**config.mk**
```make
export PLATFORM = sky130hd
export DESIGN_NAME = bpc_ctrl
export DESIGN_NICKNAME = d
export VERILOG_FILES = /design/src/pkg/bpc_pkg.sv /design/src/pkg/bpc_cyc_if.sv /design/src/bpc_ctrl.sv /design/src/bpc_gap_timer.sv /design/src/bpc_bus_cycle.sv
export VERILOG_INCLUDE_DIRS = /design/src /design/src/pkg
export SDC_FILE = /design/constraint.sdc
export NUM_CORES = 1
export LEC_CHECK = 0
export ABC_CLOCK_PERIOD_IN_PS = 3100
export BUFFER_PORTS_ARGS = -buffer_cell sky130_fd_sc_hd__buf_2
export CAP_MARGIN = 20
export CELL_PAD_IN_SITES_DETAIL_PLACEMENT = 1
export CELL_PAD_IN_SITES_GLOBAL_PLACEMENT = 2
export CORE_UTILIZATION = 34
export DETAILED_ROUTE_END_ITERATION = 16
export PLACE_DENSITY_LB_ADDON = 0.2
export SYNTH_ARGS = -nofsm -noshare
export SYNTH_HDL_FRONTEND = slang
export SYNTH_SLANG_ARGS = --single-unit
```
**constraint.sdc**
```tcl
create_clock -name clk -period 3.1 [get_ports clk]
set_input_delay 0.31 -clock clk [delete_from_list [all_inputs] [get_ports clk]]
set_output_delay 0.31 -clock clk [all_outputs]
set_load 0.1 [all_outputs]
```
**src/pkg/bpc_cfg.svh**
```systemverilog
// bpc_cfg.svh: numbers of the block-protection controller.
// assumes a byte-mode flash bus and a 100 MHz controller clock.
`ifndef BPC_CFG_SVH
`define BPC_CFG_SVH
// ns to cycles, rounded up
`define BPC_CLK_MHZ 100
`define BPC_CYC(ns) ((((ns) * `BPC_CLK_MHZ) + 999) / 1000)
// bus cycle timing in ns, read sync stages in cycles
`define BPC_T_SETUP_NS 20
`define BPC_T_WP_NS 40
`define BPC_T_HOLD_NS 20
`define BPC_T_ACC_NS 80
`define BPC_SYNC_CYC 3
// unlock spacing, ns
`define BPC_T_UNLOCK_GAP_NS 1000
// unlock cycle addresses and data
`define BPC_ADR_UL1 12'hAAA
`define BPC_ADR_UL2 12'h555
`define BPC_DAT_UL1 8'hAA
`define BPC_DAT_UL2 8'h55
// entry, exit and command codes
`define BPC_DAT_LOCKREG 8'h40
`define BPC_DAT_PWD 8'h60
`define BPC_DAT_NVB 8'hC0
`define BPC_DAT_LKB 8'h50
`define BPC_DAT_VOL 8'hE0
`define BPC_DAT_EXT 8'h88
`define BPC_DAT_EXIT1 8'h90
`define BPC_DAT_EXIT2 8'h00
`define BPC_DAT_PROG 8'hA0
`define BPC_DAT_ERASE1 8'h80
`define BPC_DAT_ERASE2 8'h30
`define BPC_DAT_PUL1 8'h25
`define BPC_DAT_PUL2 8'h03
`define BPC_DAT_PUL3 8'h29
`define BPC_DAT_GUARD_SET 8'h00
`define BPC_DAT_GUARD_CLR 8'h01
// bank low bit, last byte of block 0
`define BPC_BANK_LSB 21
`define BPC_BLK0_LAST 23'h001FFF
`endif

```
**src/pkg/bpc_pkg.sv**
```systemverilog
// bpc_pkg: controller types.
// assumes bpc_cfg.svh for all numbers.
package bpc_pkg;
  // user command codes
  typedef enum logic [3:0] {
    OP_ARRAY_READ = 4'h0, OP_ENTER_LOCK = 4'h1, OP_ENTER_PWD = 4'h2,
    OP_ENTER_NVB = 4'h3, OP_ENTER_LKB = 4'h4, OP_ENTER_VOL = 4'h5,
    OP_ENTER_EXT = 4'h6, OP_EXIT_PROT = 4'h7, OP_EXIT_EXT = 4'h8,
    OP_PROGRAM = 4'h9, OP_VOL_CLEAR = 4'hA, OP_CLEAR_ALL = 4'hB,
    OP_STATUS_READ = 4'hC, OP_PWD_READ = 4'hD, OP_PWD_UNLOCK = 4'hE
  } bpc_op_e;
  // device mode as tracked by the controller
  typedef enum logic [2:0] {
    MD_READ = 3'h0, MD_LOCK = 3'h1, MD_PWD = 3'h2, MD_NVB = 3'h3,
    MD_LKB = 3'h4, MD_VOL = 3'h5, MD_EXT = 3'h6
  } bpc_mode_e;
  // command sequencer states
  typedef enum logic [1:0] {
    ST_IDLE = 2'h0, ST_ISSUE = 2'h1, ST_WAIT = 2'h2, ST_RESP = 2'h3
  } bpc_state_e;
  // bus cycle phases
  typedef enum logic [1:0] {
    PH_IDLE = 2'h0, PH_SETUP = 2'h1, PH_STROBE = 2'h2, PH_HOLD = 2'h3
  } bpc_phase_e;
endpackage : bpc_pkg

```
**src/pkg/bpc_cyc_if.sv**
```systemverilog
// bpc_cyc_if: one bus cycle request and its completion.
// assumes both ends on the same clock.
`timescale 1ns/1ps
`default_nettype none
interface bpc_cyc_if #(
  parameter int AW = 23,
  parameter int DW = 8
);
  logic req;
  logic rd;
  logic [AW-1:0] addr;
  logic [DW-1:0] wdata;
  logic done;
  logic [DW-1:0] rdata;
  modport ctl (output req, rd, addr, wdata, input done, rdata);
  modport eng (input req, rd, addr, wdata, output done, rdata);
endinterface : bpc_cyc_if
`default_nettype wire

```
**src/bpc_ctrl.sv**
```systemverilog
// bpc_ctrl: issues protection command sequences, tracks device mode.
// assumes one command at a time on the user port, flash pins on the far side.
`timescale 1ns/1ps
`default_nettype none
`include "bpc_cfg.svh"
module bpc_ctrl
  import bpc_pkg::*;
#(
  parameter int AW = 23,
  parameter int DW = 8
)(
  input wire logic clk,
  input wire logic rst_b,
  input wire logic cmd_valid,
  output logic cmd_ready,
  input wire logic [3:0] cmd_op,
  input wire logic [AW-1:0] cmd_addr,
  input wire logic [DW-1:0] cmd_data,
  input wire logic [4*DW-1:0] cmd_pwd,
  output logic rsp_valid,
  output logic rsp_refused,
  output logic [4*DW-1:0] rsp_data,
  output logic [2:0] dev_mode,
  output logic [AW-1:0] flash_addr,
  output logic [DW-1:0] flash_dq_out,
  output logic flash_dq_oe,
  input wire logic [DW-1:0] flash_dq_in,
  output logic flash_ce_b,
  output logic flash_oe_b,
  output logic flash_we_b
);
  localparam int PW = 4 * DW;
  localparam int SW = AW + DW + 2;
  localparam logic [AW-1:0] BANK_MASK = ~((AW'(1) << `BPC_BANK_LSB) - AW'(1));
  localparam int GAP_CYC = `BPC_CYC(`BPC_T_UNLOCK_GAP_NS);

  // ************************************************
  // state
  // ************************************************
  bpc_state_e state, next_state;
  bpc_op_e op, next_op;
  bpc_mode_e mode, next_mode;
  logic [AW-1:0] addr, next_addr;
  logic [DW-1:0] data, next_data;
  logic [PW-1:0] pwd, next_pwd;
  logic [2:0] idx, next_idx;
  logic next_cmd_ready, next_rsp_valid, next_rsp_refused;
  logic [PW-1:0] next_rsp_data;
  logic next_req, next_rd;
  logic [AW-1:0] next_caddr;
  logic [DW-1:0] next_cwdata;
  logic [SW-1:0] step;
  logic gap_ok, gap_start;

  bpc_cyc_if #(.AW(AW), .DW(DW)) cyc ();

  // ************************************************
  // functions
  // ************************************************
  // one bus step packed as {rd, last, addr, data}
  function automatic logic [SW-1:0] mk(input logic r, input logic l,
                                       input logic [AW-1:0] a, input logic [DW-1:0] d);
    mk = {r, l, a, d};
  endfunction : mk

  function automatic logic blk0(input logic [AW-1:0] a);
    blk0 = (a <= AW'(`BPC_BLK0_LAST));
  endfunction : blk0

  function automatic logic prot(input bpc_mode_e m);
    prot = (m != MD_READ) && (m != MD_EXT);
  endfunction : prot

  // which commands the tracked mode allows
  function automatic logic legal(input bpc_op_e o, input bpc_mode_e m,
                                 input logic [AW-1:0] a);
    logic guard;
    guard = (m == MD_NVB || m == MD_VOL) && blk0(a);
    legal = 1'b0;
    unique case (o)
      // array read only in read mode
      OP_ARRAY_READ: legal = (m == MD_READ);
      OP_ENTER_LOCK, OP_ENTER_PWD, OP_ENTER_NVB, OP_ENTER_LKB,
      OP_ENTER_VOL, OP_ENTER_EXT: legal = (m == MD_READ);
      OP_EXIT_PROT: legal = prot(m);
      OP_EXIT_EXT: legal = (m == MD_EXT);
      // block 0 kept out of NVB and VOL modes
      OP_PROGRAM, OP_STATUS_READ: legal = (m != MD_READ) && !guard;
      OP_VOL_CLEAR: legal = (m == MD_VOL) && !guard;
      OP_CLEAR_ALL: legal = (m == MD_NVB);
      OP_PWD_READ, OP_PWD_UNLOCK: legal = (m == MD_PWD);
      default: legal = 1'b0;
    endcase
  endfunction : legal

  function automatic logic [DW-1:0] entry_code(input bpc_op_e o);
    unique case (o)
      OP_ENTER_LOCK: entry_code = DW'(`BPC_DAT_LOCKREG);
      OP_ENTER_PWD: entry_code = DW'(`BPC_DAT_PWD);
      OP_ENTER_NVB: entry_code = DW'(`BPC_DAT_NVB);
      OP_ENTER_LKB: entry_code = DW'(`BPC_DAT_LKB);
      OP_ENTER_VOL: entry_code = DW'(`BPC_DAT_VOL);
      default: entry_code = DW'(`BPC_DAT_EXT);
    endcase
  endfunction : entry_code

  // bus step idx of command o
  function automatic logic [SW-1:0] step_of(input bpc_op_e o, input logic [2:0] i,
                                            input bpc_mode_e m, input logic [AW-1:0] a,
                                            input logic [DW-1:0] d, input logic [PW-1:0] p);
    logic [AW-1:0] ul1;
    logic [AW-1:0] ul2;
    logic [1:0] wi;
    logic [DW-1:0] pd;
    logic [DW-1:0] gd;
    ul1 = AW'(`BPC_ADR_UL1);
    ul2 = AW'(`BPC_ADR_UL2);
    wi = 2'(i - 3'h2);
    pd = p[wi*DW +: DW];
    // guard modes always write the protect value
    gd = (m == MD_NVB || m == MD_LKB || m == MD_VOL) ? DW'(`BPC_DAT_GUARD_SET) : d;
    step_of = mk(1'b0, 1'b1, '0, '0);
    unique case (o)
      OP_ENTER_LOCK, OP_ENTER_PWD, OP_ENTER_NVB, OP_ENTER_LKB,
      OP_ENTER_VOL, OP_ENTER_EXT:
        if (i == 3'h0)
          step_of = mk(1'b0, 1'b0, ul1, DW'(`BPC_DAT_UL1));
        else if (i == 3'h1)
          step_of = mk(1'b0, 1'b0, ul2, DW'(`BPC_DAT_UL2));
        else
          step_of = mk(1'b0, 1'b1, (o == OP_ENTER_NVB || o == OP_ENTER_VOL) ?
                       ((a & BANK_MASK) | ul1) : ul1, entry_code(o));
      OP_EXIT_PROT:
        step_of = mk(1'b0, i != 3'h0, '0,
                     (i == 3'h0) ? DW'(`BPC_DAT_EXIT1) : DW'(`BPC_DAT_EXIT2));
      OP_EXIT_EXT:
        if (i == 3'h0)
          step_of = mk(1'b0, 1'b0, ul1, DW'(`BPC_DAT_UL1));
        else if (i == 3'h1)
          step_of = mk(1'b0, 1'b0, ul2, DW'(`BPC_DAT_UL2));
        else if (i == 3'h2)
          step_of = mk(1'b0, 1'b0, ul1, DW'(`BPC_DAT_EXIT1));
        else
          step_of = mk(1'b0, 1'b1, '0, DW'(`BPC_DAT_EXIT2));
      OP_PROGRAM:
        if (i == 3'h0)
          step_of = mk(1'b0, 1'b0, '0, DW'(`BPC_DAT_PROG));
        else if (m == MD_LOCK || m == MD_LKB)
          step_of = mk(1'b0, 1'b1, '0, gd);
        else if (m == MD_PWD)
          step_of = mk(1'b0, 1'b1, AW'(a[1:0]), d);
        else
          step_of = mk(1'b0, 1'b1, a, gd);
      // volatile clear writes the unprotected value
      OP_VOL_CLEAR:
        step_of = mk(1'b0, i != 3'h0, (i == 3'h0) ? '0 : a,
                     (i == 3'h0) ? DW'(`BPC_DAT_PROG) : DW'(`BPC_DAT_GUARD_CLR));
      // clear-all, 80 then 30 at 00
      OP_CLEAR_ALL:
        step_of = mk(1'b0, i != 3'h0, '0,
                     (i == 3'h0) ? DW'(`BPC_DAT_ERASE1) : DW'(`BPC_DAT_ERASE2));
      OP_ARRAY_READ, OP_STATUS_READ:
        step_of = mk(1'b1, 1'b1, a, '0);
      // all four words, 00 to 03
      OP_PWD_READ:
        step_of = mk(1'b1, i == 3'h3, AW'(i[1:0]), '0);
      OP_PWD_UNLOCK:
        if (i == 3'h0)
          step_of = mk(1'b0, 1'b0, '0, DW'(`BPC_DAT_PUL1));
        else if (i == 3'h1)
          step_of = mk(1'b0, 1'b0, '0, DW'(`BPC_DAT_PUL2));
        else if (i == 3'h6)
          step_of = mk(1'b0, 1'b1, '0, DW'(`BPC_DAT_PUL3));
        else
          step_of = mk(1'b0, 1'b0, AW'(wi), pd);
      default: step_of = mk(1'b0, 1'b1, '0, '0);
    endcase
  endfunction : step_of

  function automatic bpc_mode_e mode_after(input bpc_op_e o, input bpc_mode_e m);
    unique case (o)
      OP_ENTER_LOCK: mode_after = MD_LOCK;
      OP_ENTER_PWD: mode_after = MD_PWD;
      OP_ENTER_NVB: mode_after = MD_NVB;
      OP_ENTER_LKB: mode_after = MD_LKB;
      OP_ENTER_VOL: mode_after = MD_VOL;
      OP_ENTER_EXT: mode_after = MD_EXT;
      OP_EXIT_PROT, OP_EXIT_EXT: mode_after = MD_READ;
      default: mode_after = m;
    endcase
  endfunction : mode_after

  // ************************************************
  // command sequencer
  // ************************************************
  assign step = step_of(op, idx, mode, addr, data, pwd);

  // next-state and step issue
  always_comb
  begin
    next_state = state;
    next_op = op;
    next_mode = mode;
    next_addr = addr;
    next_data = data;
    next_pwd = pwd;
    next_idx = idx;
    next_rsp_valid = 1'b0;
    next_rsp_refused = 1'b0;
    next_rsp_data = rsp_data;
    next_req = 1'b0;
    next_rd = cyc.rd;
    next_caddr = cyc.addr;
    next_cwdata = cyc.wdata;
    gap_start = 1'b0;
    unique case (state)
      ST_IDLE:
        if (cmd_valid && cmd_ready)
        begin
          next_op = bpc_op_e'(cmd_op);
          next_addr = cmd_addr;
          next_data = cmd_data;
          next_pwd = cmd_pwd;
          next_idx = 3'h0;
          next_rsp_data = '0;
          if (legal(bpc_op_e'(cmd_op), mode, cmd_addr))
            next_state = ST_ISSUE;
          else
          begin
            next_rsp_refused = 1'b1;
            next_state = ST_RESP;
          end
        end
      ST_ISSUE:
        // hold a new unlock until the spacing has passed
        if (op != OP_PWD_UNLOCK || idx != 3'h0 || gap_ok)
        begin
          next_req = 1'b1;
          next_rd = step[SW-1];
          // upper lines of don't-care steps driven low
          next_caddr = step[AW+DW-1:DW];
          next_cwdata = step[DW-1:0];
          next_state = ST_WAIT;
        end
      ST_WAIT:
        if (cyc.done)
        begin
          // guard status keeps bit 0 only
          if (cyc.rd && op == OP_PWD_READ)
            next_rsp_data[idx[1:0]*DW +: DW] = cyc.rdata;
          else if (cyc.rd && (mode inside {MD_NVB, MD_LKB, MD_VOL}))
            next_rsp_data = PW'(cyc.rdata[0]);
          else if (cyc.rd)
            next_rsp_data = PW'(cyc.rdata);
          if (step[SW-2])
          begin
            next_mode = mode_after(op, mode);
            gap_start = (op == OP_PWD_UNLOCK);
            next_state = ST_RESP;
          end
          else
          begin
            next_idx = idx + 3'h1;
            next_state = ST_ISSUE;
          end
        end
      ST_RESP:
      begin
        next_rsp_valid = 1'b1;
        next_state = ST_IDLE;
      end
    endcase
    next_cmd_ready = (next_state == ST_IDLE);
    if (state == ST_RESP)
      next_rsp_refused = rsp_refused;
  end

  // sequencer registers
  always_ff @(posedge clk)
  begin
    if (!rst_b)
    begin
      state <= ST_IDLE;
      op <= OP_ARRAY_READ;
      mode <= MD_READ;
      addr <= '0;
      data <= '0;
      pwd <= '0;
      idx <= 3'h0;
      cmd_ready <= 1'b0;
      rsp_valid <= 1'b0;
      rsp_refused <= 1'b0;
      rsp_data <= '0;
      cyc.req <= 1'b0;
      cyc.rd <= 1'b0;
      cyc.addr <= '0;
      cyc.wdata <= '0;
    end
    else
    begin
      state <= next_state;
      op <= next_op;
      mode <= next_mode;
      addr <= next_addr;
      data <= next_data;
      pwd <= next_pwd;
      idx <= next_idx;
      cmd_ready <= next_cmd_ready;
      rsp_valid <= next_rsp_valid;
      rsp_refused <= next_rsp_refused;
      rsp_data <= next_rsp_data;
      cyc.req <= next_req;
      cyc.rd <= next_rd;
      cyc.addr <= next_caddr;
      cyc.wdata <= next_cwdata;
    end
  end

  assign dev_mode = mode;

  // ************************************************
  // bus cycle engine and unlock spacing
  // ************************************************
  bpc_bus_cycle #(.AW(AW), .DW(DW)) u_cycle (
    .clk(clk),
    .rst_b(rst_b),
    .cyc(cyc),
    .flash_addr(flash_addr),
    .flash_dq_out(flash_dq_out),
    .flash_dq_oe(flash_dq_oe),
    .flash_dq_in(flash_dq_in),
    .flash_ce_b(flash_ce_b),
    .flash_oe_b(flash_oe_b),
    .flash_we_b(flash_we_b)
  );

  bpc_gap_timer #(.GAP_CYC(GAP_CYC)) u_gap (
    .clk(clk),
    .rst_b(rst_b),
    .start(gap_start),
    .ok(gap_ok)
  );
endmodule : bpc_ctrl
`default_nettype wire

```
**src/bpc_gap_timer.sv**
```systemverilog
// bpc_gap_timer: spacing between password unlocks.
// assumes start is a one-cycle pulse on clk.
`timescale 1ns/1ps
`default_nettype none
module bpc_gap_timer #(
  parameter int GAP_CYC = 100
)(
  input wire logic clk,
  input wire logic rst_b,
  input wire logic start,
  output logic ok
);
  logic [15:0] cnt;
  logic [15:0] next_cnt;
  logic next_ok;

  // count down from start, ok once elapsed
  always_comb
  begin
    next_cnt = cnt;
    next_ok = ok;
    if (start)
    begin
      next_cnt = 16'(GAP_CYC);
      next_ok = 1'b0;
    end
    else if (cnt > 16'h0001)
      next_cnt = cnt - 16'h0001;
    else
    begin
      next_cnt = 16'h0000;
      next_ok = 1'b1;
    end
  end

  always_ff @(posedge clk)
  begin
    if (!rst_b)
    begin
      cnt <= 16'h0000;
      ok <= 1'b1;
    end
    else
    begin
      cnt <= next_cnt;
      ok <= next_ok;
    end
  end
endmodule : bpc_gap_timer
`default_nettype wire

```
**src/bpc_bus_cycle.sv**
```systemverilog
// bpc_bus_cycle: one asynchronous flash write or read cycle on the pins.
// assumes req pulses only while idle; dq input comes from a pin.
`timescale 1ns/1ps
`default_nettype none
`include "bpc_cfg.svh"
module bpc_bus_cycle
  import bpc_pkg::*;
#(
  parameter int AW = 23,
  parameter int DW = 8
)(
  input wire logic clk,
  input wire logic rst_b,
  bpc_cyc_if.eng cyc,
  output logic [AW-1:0] flash_addr,
  output logic [DW-1:0] flash_dq_out,
  output logic flash_dq_oe,
  input wire logic [DW-1:0] flash_dq_in,
  output logic flash_ce_b,
  output logic flash_oe_b,
  output logic flash_we_b
);
  localparam logic [7:0] C_SET = 8'(`BPC_CYC(`BPC_T_SETUP_NS));
  localparam logic [7:0] C_WP = 8'(`BPC_CYC(`BPC_T_WP_NS));
  localparam logic [7:0] C_HOLD = 8'(`BPC_CYC(`BPC_T_HOLD_NS));
  localparam logic [7:0] C_ACC = 8'(`BPC_CYC(`BPC_T_ACC_NS) + `BPC_SYNC_CYC);

  bpc_phase_e ph, next_ph;
  logic [7:0] cnt, next_cnt;
  logic rd, next_rd;
  logic [AW-1:0] next_addr;
  logic [DW-1:0] next_dout, next_rdata;
  logic next_oe_en, next_ce_b, next_oe_b, next_we_b, next_done;
  logic [DW-1:0] s1, s2, s3;

  // phase sequencing of the strobes
  always_comb
  begin
    next_ph = ph;
    next_cnt = cnt;
    next_rd = rd;
    next_addr = flash_addr;
    next_dout = flash_dq_out;
    next_oe_en = flash_dq_oe;
    next_ce_b = flash_ce_b;
    next_oe_b = flash_oe_b;
    next_we_b = flash_we_b;
    next_rdata = cyc.rdata;
    next_done = 1'b0;
    unique case (ph)
      PH_IDLE:
        if (cyc.req)
        begin
          next_addr = cyc.addr;
          next_dout = cyc.wdata;
          next_rd = cyc.rd;
          next_oe_en = !cyc.rd;
          next_oe_b = !cyc.rd;
          next_ce_b = 1'b0;
          next_cnt = C_SET;
          next_ph = PH_SETUP;
        end
      PH_SETUP:
        if (cnt > 8'h01)
          next_cnt = cnt - 8'h01;
        else
        begin
          next_ph = PH_STROBE;
          next_cnt = rd ? C_ACC : C_WP;
          next_we_b = rd;
        end
      PH_STROBE:
        if (cnt > 8'h01)
          next_cnt = cnt - 8'h01;
        else if (!rd || s2 == s3)
        begin
          // read data taken once the last two stages agree
          if (rd)
            next_rdata = s3;
          next_we_b = 1'b1;
          next_oe_b = 1'b1;
          next_cnt = C_HOLD;
          next_ph = PH_HOLD;
        end
      PH_HOLD:
        if (cnt > 8'h01)
          next_cnt = cnt - 8'h01;
        else
        begin
          next_ce_b = 1'b1;
          next_oe_en = 1'b0;
          next_done = 1'b1;
          next_ph = PH_IDLE;
        end
    endcase
  end

  // registers, including the three-stage dq synchroniser
  always_ff @(posedge clk)
  begin
    s1 <= flash_dq_in;
    s2 <= s1;
    s3 <= s2;
    if (!rst_b)
    begin
      ph <= PH_IDLE;
      cnt <= 8'h00;
      rd <= 1'b0;
      flash_addr <= '0;
      flash_dq_out <= '0;
      flash_dq_oe <= 1'b0;
      flash_ce_b <= 1'b1;
      flash_oe_b <= 1'b1;
      flash_we_b <= 1'b1;
      cyc.done <= 1'b0;
      cyc.rdata <= '0;
    end
    else
    begin
      ph <= next_ph;
      cnt <= next_cnt;
      rd <= next_rd;
      flash_addr <= next_addr;
      flash_dq_out <= next_dout;
      flash_dq_oe <= next_oe_en;
      flash_ce_b <= next_ce_b;
      flash_oe_b <= next_oe_b;
      flash_we_b <= next_we_b;
      cyc.done <= next_done;
      cyc.rdata <= next_rdata;
    end
  end
endmodule : bpc_bus_cycle
`default_nettype wire

```
==> impl_metrics.json, run 1 <==
{
  "max_slew.worst_pin.slew_ps": 702.0,
  "drcViolationCount": 0,
  "syn_nets": 1271,
  "crit_path_max_fanout": 11,
  "drv_slew": 0,
  "final.setup.tns_ps": 0,
  "fin_cells": 1725,
  "startpoint": "idx[1]$_SDFFE_PN0P_",
  "std_cell_rows": 62,
  "grt_pass1_wl_um": 49170,
  "powerDensity_nw_per_um2": 644.0,
  "initial_core_util_pct": 34.74,
  "startpoint_type": "flop",
  "slowest_delay_ps": 670,
  "cp_num_buf_inv": 1,
  "clock-skew-final_ps": 8.117,
  "p_leak_nw": 4.707,
  "area_growth_pct": 22.27,
  "drive_gt1_share_pct": 19.39,
  "finalHoldViolations": 0,
  "min_delay_path_depth": 3,
  "finalWorstSetupSlack_ps": 453.8,
  "core_um2": 28780,
  "clk_root_buffer_cell": "clkbuf_16",
  "fin_nets": 1416,
  "grt_setup_unrepaired": "no",
  "required_ps": 3550,
  "regArea_um2": 4785,
  "drt-initial-drc-count": 442,
  "clock_path_buffers": 3,
  "placed_cells": 1661,
  "final_util_pct": 42.48,
  "die_width_um": 173.5,
  "synthCells": 1177,
  "critPathCaptureType": "flop",
  "critPathKind": "reg -> reg",
  "synthArstFlopShare_pct": 0,
  "worstPathArrival_ps": 3090,
  "syn_area_per_cell_um2": 8.496,
  "grt_max_degree": 95,
  "nFillCells": 3434,
  "hp-class": "in -> reg",
  "dieArea_um2": 30100,
  "grt-ovfl-total": 0,
  "path_cells": "inv_1 > ha_1 > and2b_1 > a21oi_1 > a2111oi_0 > a221o_1 > a311oi_1 > nor3_1",
  "worstReg2RegStart": "idx[1]$_SDFFE_PN0P_",
  "cts_made_buffers": 27,
  "detail_route.wl_per_cell_um": 17.55,
  "outcome": "finished clean",
  "route.vias.total": 8872,
  "dp_slack_ps": 550.8,
  "vias_per_cell": 5.143,
  "multiInputGateArea_um2": 4841,
  "clock_latency_ps": 530,
  "boundaryPins": 151,
  "r2r_end": "cyc.wdata[3]$_SDFFE_PN0P_",
  "antenna_cells": 0,
  "synth_cell_type_count": 84,
  "grt_pass1_vias": 8999,
  "ys_seq_elements": 239,
  "cts.sinks": 239,
  "setup_viol": 0,
  "ant_nets": 0,
  "rr_worst_depth": 8,
  "first_pass_iters": 4,
  "final_min_period_over_clock_period_pct": 85.36,
  "synthFlopType": "dfxtp_1",
  "gp_congestion": 0.8795,
  "cp_num_cells": 8,
  "ff2ff_setup_slack_ps": 450,
  "ir_worst_vdd_uv": 427.7,
  "ys.warnings.count": 0,
  "cpLargestDelayFamily": "compound AO/OA/AOI/OAI gates",
  "drt-total-wl_um": 30270,
  "cts_resized": 0,
  "max-slew-margin-rel_pct": 51.99,
  "synth_area_um2": 10000,
  "clock.fmax_ghz": 0.3779,
  "cpMaxStageDelayCell": "a2111oi_0",
  "cap_viol_max_count": 0,
  "antenna_found_initial": 0,
  "ys_seq_area_share_pct": 47.85,
  "finalCriticalPeriod_ps": 2646,
  "hpwl_um": 21470,
  "grt_usage_pct": 20.12,
  "htree_levels": 1,
  "whs_endpoint": "pwd[31]$_SDFFE_PN0P_",
  "min_from": "cmd_pwd[31]",
  "clk_pin_slew_ps": 60,
  "cts_tree": "built",
  "synth_edf_count": 0,
  "fp.dieH_um": 173.5,
  "portBuffers": 150
}
cells by family (layout without fill, tap and decap cells):
kind of cell,Yosys count,in the layout,synth area share (%)
AO/OA/AOI/OAI,290,290,18.26
XOR/XNOR,28,28,2.453
adder cells (fa/ha/maj),16,16,2.002
buffers and inverters,91,255,3.891
flip-flops,239,239,47.85
multiplexers,25,25,3.541
AND/OR/NAND/NOR,488,488,22.01
area by class of cell:
class,instances,area share [%]
Multi-Input combinational cell,847,39.59
Sequential cell,239,39.13
Timing Repair Buffer,193,9.517
Clock buffer,42,6.887
Tap cell,384,3.930
Clock inverter,6,0.4912
Inverter,14,0.4503
state kept, by name (all words and copies together) (netlist names), 4 cells and up:
name and flops:
data 8, u_cycle.s2 8, op 4, u_cycle.flash_addr 23, cyc.wdata 8, cyc.addr 23
u_cycle.s1 8, u_cycle.s3 8, u_cycle.cnt 8, addr 23, pwd 32, u_cycle.flash_dq_out 8
u_cycle.cyc.rdata 8, u_gap.cnt 16, rsp_data 32
worst reg2reg max path, cell delays in order, from the launching register on:
cell	delay, ps
dfxtp_1	330
inv_1	150
ha_1	410
and2b_1	460
a21oi_1	120
a2111oi_0	670
a221o_1	210
a311oi_1	40
nor3_1	180
routing by layer:
metal  share of wire, %  vias to the layer above  track usage [%]
li1                   -                     4369                -
met1                 48                     4308            27.55
met2                 47                      162            33.75
met3                3.3                       33            2.346
met4                2.0                        0            4.683
met5                  0                        -                0
stage by stage:
| step | area [um^2] | hold WS, ps | power [mW] |
|---|---|---|---|
| 2_1_floorplan | 10000 | 309.6 | 4.367 |
| 3_3_place_gp | 11160 | 310.0 | 4.700 |
| 3_5_place_dp | 11160 | 313.5 | 4.738 |
| 4_1_cts | 12230 | 0.3490 | 7.988 |
| 5_1_grt | 12230 | 4.275 | 8.288 |
| 6_report | 12230 | 20.30 | 7.874 |
synth_stat cells, types with 8 or more instances:
master	instances	area, um^2
inv_1	13	48.80
xnor2_1	21	183.9
clkbuf_1	57	214.0
nor3_1	18	90.09
dfxtp_1	239	4785
a31oi_1	17	106.4
a22oi_1	34	255.2
nand3_1	27	135.1
mux2i_1	17	170.2
nor2_1	96	360.4
ha_1	16	200.2
a21oi_1	135	675.7
nand2b_1	8	50.05
o21ai_0	31	155.2
buf_2	11	55.05
nor2b_1	8	50.05
a22o_1	10	87.58
nor4_1	8	50.05
nand2_1	264	991.0
placed cells by master, fill, tap and decap left out, types with 4 or more instances in the layout:
| cell | n |
|---|---|
| xnor2_1 | 21 |
| nor3b_1 | 5 |
| a22oi_1 | 34 |
| nor2b_1 | 8 |
| dfxtp_1 | 239 |
| nor4_1 | 8 |
| o211ai_1 | 4 |
| a31oi_1 | 17 |
| xor2_1 | 7 |
| nand4_1 | 7 |
| and3_1 | 4 |
| nor3_1 | 18 |
| o22ai_1 | 5 |
| inv_1 | 13 |
| buf_4 | 23 |
| o21a_1 | 6 |
| clkbuf_8 | 11 |
| a22o_1 | 10 |
| clkbuf_16 | 27 |
| ha_1 | 16 |
| nand2b_1 | 8 |
| mux2i_1 | 17 |
| buf_2 | 150 |
| and2_1 | 5 |
| nor2_1 | 96 |
| nand3_1 | 26 |
| clkbuf_1 | 4 |
| buf_12 | 4 |
| or3_1 | 7 |
| nand2_1 | 264 |
| or2_2 | 6 |
| dlygate4sd3_1 | 16 |
| a21oi_1 | 135 |
| mux4_2 | 7 |
| o21ai_0 | 31 |
how the worst max path moves through the flow:
stage                                           end  slack [ps]
after floorplan            u_gap.cnt[12]$_SDFF_PP0_         660
after global placement    cyc.wdata[3]$_SDFFE_PN0P_         660
after detailed placement  cyc.wdata[3]$_SDFFE_PN0P_         550
after CTS                 cyc.wdata[3]$_SDFFE_PN0P_         520
after global routing      cyc.wdata[3]$_SDFFE_PN0P_         290
final                     cyc.wdata[3]$_SDFFE_PN0P_         450
where the power goes:
group          switching (mW)  internal (mW)  total, mW
Sequential              0.142           3.24       3.38
Clock                    1.27           1.93       3.20
Combinational           0.797          0.494       1.29
Total                    2.20           5.67       7.87
what timing repair did:
item | in CTS | in global routing
hold buffers | 16 | 0
endpoints found under the hold margin | 16 | 0
setup buffers | 0 | 0
(Power assumes the default switching activity.)
==> run 2, diff against run 1 <==
ABC_AREA = 1   (was default)
CORE_UTILIZATION = 32   (was 34)
==> run 2 against run 1 <==
  * Non-clock buffer count rose by 22
  * Clock power up 6%
  * Utilization down 1.8 points
  * Critical path depth is 2 higher
  * Total power grew 14%
  * Maximum frequency grew 9.1%
  * Worst hold slack got worse by 5.8 ps
  * Synthesized area increased by 2.4%
  * Cell area up 4.9%
  * Cell count grew 18%
  * Count of clock-buffer cells in the layout is 4 lower
  * Synthesized cell count rose by 21%
  * Critical endpoint is now cyc.addr[8]$_SDFFE_PN0P_
  * Largest power group unchanged
==> impl_metrics.json, run 2 <==
{
  "drv_slew": 0,
  "die_width_um": 180.9,
  "internal_power_mw": 5.928,
  "syn_area_per_cell_um2": 7.187,
  "clk_root_buffer_cell": "clkbuf_16",
  "cts_made_buffers": 28,
  "critPathKind": "reg -> reg",
  "drt-initial-drc-count": 487,
  "ys_seq_area_share_pct": 46.72,
  "synth_common_cells": "275 x nor2_1, 264 x nand2_1, 239 x dfxtp_1",
  "drive_gt1_share_pct": 15.64,
  "synth_area_um2": 10240,
  "grt_pass1_vias": 10100,
  "cts.sinks": 239,
  "ff2ff_setup_slack_ps": 670,
  "setup_viol": 0,
  "gp_congestion": 0.8547,
  "worstPathArrival_ps": 2910,
  "route.vias.total": 9811,
  "clock_latency_ps": 550,
  "final.setup.tns_ps": 0,
  "netlist_top_cells_area": "dfxtp_1 47%, nor2_1 10%, nand2_1 9.7%, o21ai_0 6.9%, a21oi_1 5.3%",
  "synthArstFlopShare_pct": 0,
  "detail_route.wl_per_cell_um": 15.70,
  "final_min_period_over_clock_period_pct": 78.25,
  "grt_setup_unrepaired": "no",
  "p_comb_share_pct": 24.0,
  "hp-class": "in -> reg",
  "clock-skew-final_ps": 11.87,
  "power.clock.fraction_pct": 37.6,
  "initial_core_util_pct": 32.45,
  "synthFlopType": "dfxtp_1",
  "area_growth_pct": 25.20,
  "yosysMostFrequentCell": "nor2_1",
  "r2r_end": "cyc.addr[8]$_SDFFE_PN0P_",
  "fp.dieH_um": 180.9,
  "grt_pass1_wl_um": 52380,
  "fin_cells": 2032,
  "ys.warnings.count": 0,
  "p_leak_nw": 5.703,
  "startpoint_type": "flop",
  "powerDensity_nw_per_um2": 701.9,
  "drcViolationCount": 0,
  "max-slew-margin-rel_pct": 61.58,
  "ys_seq_elements": 239,
  "vias_per_cell": 4.828,
  "antenna_found_initial": 0,
  "rr_worst_depth": 10,
  "htree_levels": 1,
  "worstReg2RegStart": "idx[0]$_SDFFE_PN0P_",
  "grt_usage_pct": 19.55,
  "startpoint": "idx[0]$_SDFFE_PN0P_",
  "dp_slack_ps": 683.4,
  "cts_tree": "built",
  "finalWorstSetupSlack_ps": 674.3,
  "drt-total-wl_um": 31900,
  "cap_viol_max_count": 0,
  "final_common_cell": "nor2_1",
  "boundaryPins": 151,
  "endpoint": "cyc.addr[8]$_SDFFE_PN0P_",
  "max_slew.worst_pin.slew_ps": 576.2,
  "dieArea_um2": 32720,
  "ir_worst_vdd_uv": 423.7,
  "required_ps": 3580,
  "final_cell_mix": "275 x nor2_1, 264 x nand2_1, 239 x dfxtp_1",
  "fin_nets": 1702,
  "hpwl_um": 22760,
  "clk_pin_slew_ps": 60,
  "outcome": "finished clean",
  "synth_edf_count": 0,
  "critPathCaptureType": "flop",
  "ant_nets": 0,
  "synthCells": 1425,
  "core_um2": 31560,
  "clock_path_buffers": 3,
  "yosys.area.top_type": "dfxtp_1",
  "std_cell_rows": 65,
  "switchingPower_mw": 3.071,
  "finalCriticalPeriod_ps": 2426,
  "top_regs": "pwd x32, rsp_data x32",
  "placed_cells": 1931,
  "crit_path_max_fanout": 26,
  "grt_max_degree": 63,
  "synth_top_area_share_pct": 46.72,
  "grt-ovfl-total": 0,
  "power.share.switching_pct": 34.13,
  "finalHoldViolations": 0,
  "antenna_cells": 0,
  "p_seq_share_pct": 38.4,
  "portBuffers": 150,
  "first_pass_iters": 5,
  "syn_nets": 1519,
  "synth_cell_type_count": 35,
  "clock.fmax_ghz": 0.4122,
  "cts_resized": 0
}
[run 2: cell count changes after synthesis, moves of 10 or more]
cell     previous run  this run
nand4_1             7        27
mux2i_1            17         0
a21oi_1           135       108
xnor2_1            21        11
a31oi_1            17         6
a22oi_1            34         0
nand3_1            27       108
a22o_1             10         0
nor2_1             96       275
inv_1              13        91
o21ai_0            31       142
[run 2: cell type report]
class / instances / area (um^2)
Sequential cell: 239 / 4785
Clock buffer: 38 / 818.3
Fill cell: 4006 / 18730
Clock inverter: 14 / 146.4
Multi-Input combinational cell: 1022 / 4811
Inverter: 102 / 382.9
Timing Repair Buffer: 215 / 1376
Tap cell: 402 / 503.0
[run 2: how the worst min path moves through the flow]
stage                                startpoint                    end  slack, ps  cells after the start
after CTS                           cmd_addr[2]   addr[2]$_SDFFE_PN0P_          5                      3
after global placement    u_cycle.s1[2]$_DFF_P_  u_cycle.s2[2]$_DFF_P_        310                      0
after global routing                cmd_addr[2]   addr[2]$_SDFFE_PN0P_         20                      3
after detailed placement  u_cycle.s1[3]$_DFF_P_  u_cycle.s2[3]$_DFF_P_        310                      0
final                               cmd_pwd[17]   pwd[17]$_SDFFE_PN0P_         10                      3
after floorplan           u_cycle.s1[0]$_DFF_P_  u_cycle.s2[0]$_DFF_P_        310                      0
[run 2: kinds of logic after synthesis]
logic type / synth area share [%]
buf+inv: 6.353
simple gates: 29.31
compound gates: 14.38
fa+ha+maj: 1.955
flops: 46.72
xor+xnor: 1.283
[run 2: stage by stage]
| step | hold WS, ps | power (mW) | area (um^2) | utilization (%) |
|---|---|---|---|---|
| after global placement | 310.2 | 5.613 | 11370 | 36.02 |
| after global routing | 19.14 | 9.520 | 12820 | 40.63 |
| after floorplan | 309.6 | 5.091 | 10240 | - |
| after detailed placement | 313.2 | 5.637 | 11370 | 36.02 |
| final | 14.45 | 8.999 | 12820 | 40.63 |
| after CTS | 4.563 | 9.120 | 12820 | 40.63 |
[run 2: what timing repair did]
item                                    CTS  global route
hold endpoints to repair                 49             0
hold buffers                             49             0
endpoints found under the setup margin    0             0
buffers inserted                          0             0
[run 2: power by group through the flow]
stage          logic (mW)  registers, mW  clock network (mW)
2_1_floorplan        1.23           3.87                   0
3_3_place_gp         2.09           3.53                   0
3_5_place_dp         2.11           3.53                   0
4_1_cts              2.17           3.46                3.48
5_1_grt              2.41           3.49                3.62
6_report             2.16           3.46                3.38
[run 2: critical path, stage by stage, from the launching register on]
cell and delay, ps:
dfxtp_1 330, buf_4 290, ha_1 240, inv_1 50, nor2_1 270, nand2_1 190, inv_1 110, o21ai_1 150
nor2_1 490, a21oi_1 90, a21oi_1 150
[run 2: per-layer routing]
metal | GRT usage, % | wire (um)
met5 | 0 | 0
met4 | 4.410 | 479
met3 | 2.499 | 1030
met2 | 33.64 | 15130
met1 | 25.93 | 15270
==> run 3, diff against run 2 <==
ABC_AREA = 0   (was 1)
ABC_CLOCK_PERIOD_IN_PS = 2250   (was 3100)
CORE_UTILIZATION = 34   (was 32)
clock period = 2.25 ns   (was 3.1 ns; I/O delays follow)
==> run 3 against run 2 <==
  * Count of clock-buffer cells in the layout up 1
  * Utilization up 5.2 points
  * Sequential power up 34%
  * Flip-flop and latch count unchanged
  * Register-to-register slack worse by 600 ps
  * Critical path depth down 2
  * Cell area up 2.8%
  * Die area down 8.0%
  * Total power up 21%
  * Sequential share of layout area down 0.92 points
  * Wire length about the same
  * Critical path type unchanged
==> impl_metrics.json, run 3 (synthesis results as in run 1) <==
{
  "max-slew-margin-rel_pct": 57.59,
  "path_cells": "buf_4 > ha_2 > or2_2 > a21o_1 > o211ai_1 > a21oi_4 > nor3_4 > mux2i_1",
  "worstReg2RegStart": "idx[0]$_SDFFE_PN0P_",
  "boundaryPins": 151,
  "worstPathArrival_ps": 2630,
  "min_delay_path_depth": 3,
  "nFillCells": 3393,
  "startpoint_type": "flop",
  "multiInputGateArea_um2": 4905,
  "area_growth_pct": 31.84,
  "rr_worst_depth": 8,
  "internal_power_mw": 7.843,
  "r2r_end": "dev_mode[1]$_SDFFE_PN0P_",
  "whs_endpoint": "u_cycle.ph[1]$_SDFFE_PN0P_",
  "vias_per_cell": 5.068,
  "clock.fmax_ghz": 0.4592,
  "grt_pass1_wl_um": 51270,
  "finalWorstSetupSlack_ps": 72.12,
  "hold-worst-slack_ps": 178.8,
  "power.clock.fraction_pct": 39.8,
  "clk_root_buffer_cell": "clkbuf_16",
  "cpLargestDelayFamily": "compound AO/OA/AOI/OAI gates",
  "clock-skew-final_ps": 16.84,
  "grt_max_degree": 89,
  "final.setup.tns_ps": 0,
  "gr-usage-met3_pct": 2.697,
  "final_common_cell": "nand2_1",
  "min_from": "rst_b",
  "slowest_delay_ps": 360,
  "drive_gt1_share_pct": 22.08,
  "drv_slew": 0,
  "power.share.switching_pct": 28.26,
  "p_seq_share_pct": 42.5,
  "met2_usage_pct": 35.73,
  "initial_core_util_pct": 34.74,
  "portBuffers": 150,
  "max_slew.worst_pin.slew_ps": 631.8,
  "fp.dieH_um": 173.5,
  "outcome": "finished clean",
  "antenna_cells": 0,
  "met1_usage_pct": 27.38,
  "dp_slack_ps": -36.00,
  "gp_congestion": 0.9084,
  "core_um2": 28780,
  "finalCriticalPeriod_ps": 2178,
  "drt-initial-drc-count": 438,
  "cap_viol_max_count": 0,
  "detail_route.wl_per_cell_um": 17.55,
  "clock_path_buffers": 3,
  "cp_num_buf_inv": 1,
  "finalHoldViolations": 0,
  "grt_pass1_vias": 9395,
  "final_cell_mix": "263 x nand2_1, 232 x dfxtp_1, 150 x buf_2",
  "grt-ovfl-total": 0,
  "crit_path_max_fanout": 5,
  "die_width_um": 173.5,
  "regArea_um2": 4798,
  "top_regs": "pwd x32, rsp_data x32",
  "ir_worst_vdd_uv": 545.3,
  "required_ps": 2700,
  "cpMaxStageDelayCell": "dfxtp_4",
  "clock_latency_ps": 540,
  "final_min_period_over_clock_period_pct": 96.79,
  "p_comb_share_pct": 17.7,
  "cts.sinks": 239,
  "htree_levels": 1,
  "std_cell_rows": 62,
  "grt_setup_unrepaired": "no",
  "antenna_found_initial": 1,
  "grt_usage_pct": 21.01,
  "switchingPower_mw": 3.089,
  "first_pass_iters": 5,
  "p_leak_nw": 5.161,
  "hp-class": "in -> reg",
  "ant_nets": 0,
  "clk_pin_slew_ps": 60,
  "cts_made_buffers": 27,
  "drt-total-wl_um": 31930,
  "critPathCaptureType": "flop",
  "cts_tree": "built",
  "ff2ff_setup_slack_ps": 70,
  "dieArea_um2": 30100,
  "top_usage_layer": "met2",
  "route.vias.total": 9224,
  "setup_viol": 0,
  "fin_nets": 1509,
  "powerDensity_nw_per_um2": 829.2,
  "critPathKind": "reg -> reg",
  "drcViolationCount": 0,
  "hpwl_um": 22220
}
## run 3: repair_timing
item,in CTS,in global routing
hold buffers,75,0
pin swaps,4,3
endpoints found under the hold margin,75,0
setup buffers,0,2
gates resized for setup,2,19
endpoints found under the setup margin,2,53
## run 3: worst max path at each step
| stage | startpoint | to | slack [ps] | cells after the start |
|---|---|---|---|---|
| floorplan | idx[0]$_SDFFE_PN0P_ | dev_mode[1]$_SDFFE_PN0P_ | 0.3 | 9 |
| global placement | idx[0]$_SDFFE_PN0P_ | cyc.wdata[6]$_SDFFE_PN0P_ | -10 | 9 |
| finish | idx[0]$_SDFFE_PN0P_ | dev_mode[1]$_SDFFE_PN0P_ | 70 | 8 |
| detailed placement | idx[0]$_SDFFE_PN0P_ | cyc.wdata[6]$_SDFFE_PN0P_ | -40 | 9 |
| global route | idx[0]$_SDFFE_PN0P_ | idx[0]$_SDFFE_PN0P_ | 1 | 7 |
| CTS | idx[0]$_SDFFE_PN0P_ | dev_mode[1]$_SDFFE_PN0P_ | 8 | 8 |
## run 3: power groups by stage
stage	Clock (mW)	Sequential (mW)	Combinational, mW
floorplan	0	4.80	1.23
global placement	0	4.73	1.80
detailed placement	0	4.74	1.83
CTS	4.47	4.64	1.93
global route	4.66	4.67	2.16
finish	4.36	4.64	1.93
## run 3: per-layer routing
metal | up-vias | wire length (um)
met5 | - | 13
met4 | 2 | 1019
met3 | 59 | 1065
met2 | 193 | 15140
met1 | 4406 | 14700
li1 | 4564 | -
## run 3: tightest hold or removal path, stage by stage
cell,delay [ps]
buf_2,110
inv_4,180
nor2_1,150
## run 3: final cells by class
class	count	share of cell area (%)
clock buffer	39	6.074
clock inverter	11	0.7402
inverter	14	0.4176
multi-input combinational	847	37.20
sequential	239	36.40
tap	384	3.644
timing repair buffer	286	15.53
## run 3: stage by stage
step                      instances  total power [mW]  util, %  instance area, um^2
after floorplan                1177             6.024        -                10030
after CTS                      1818             11.05    45.56                13110
after global placement         1693             6.523    39.81                11460
after detailed placement       1693             6.563    39.81                11460
final                          1820             10.93    45.81                13180
after global routing           1820             11.49    45.81                13180
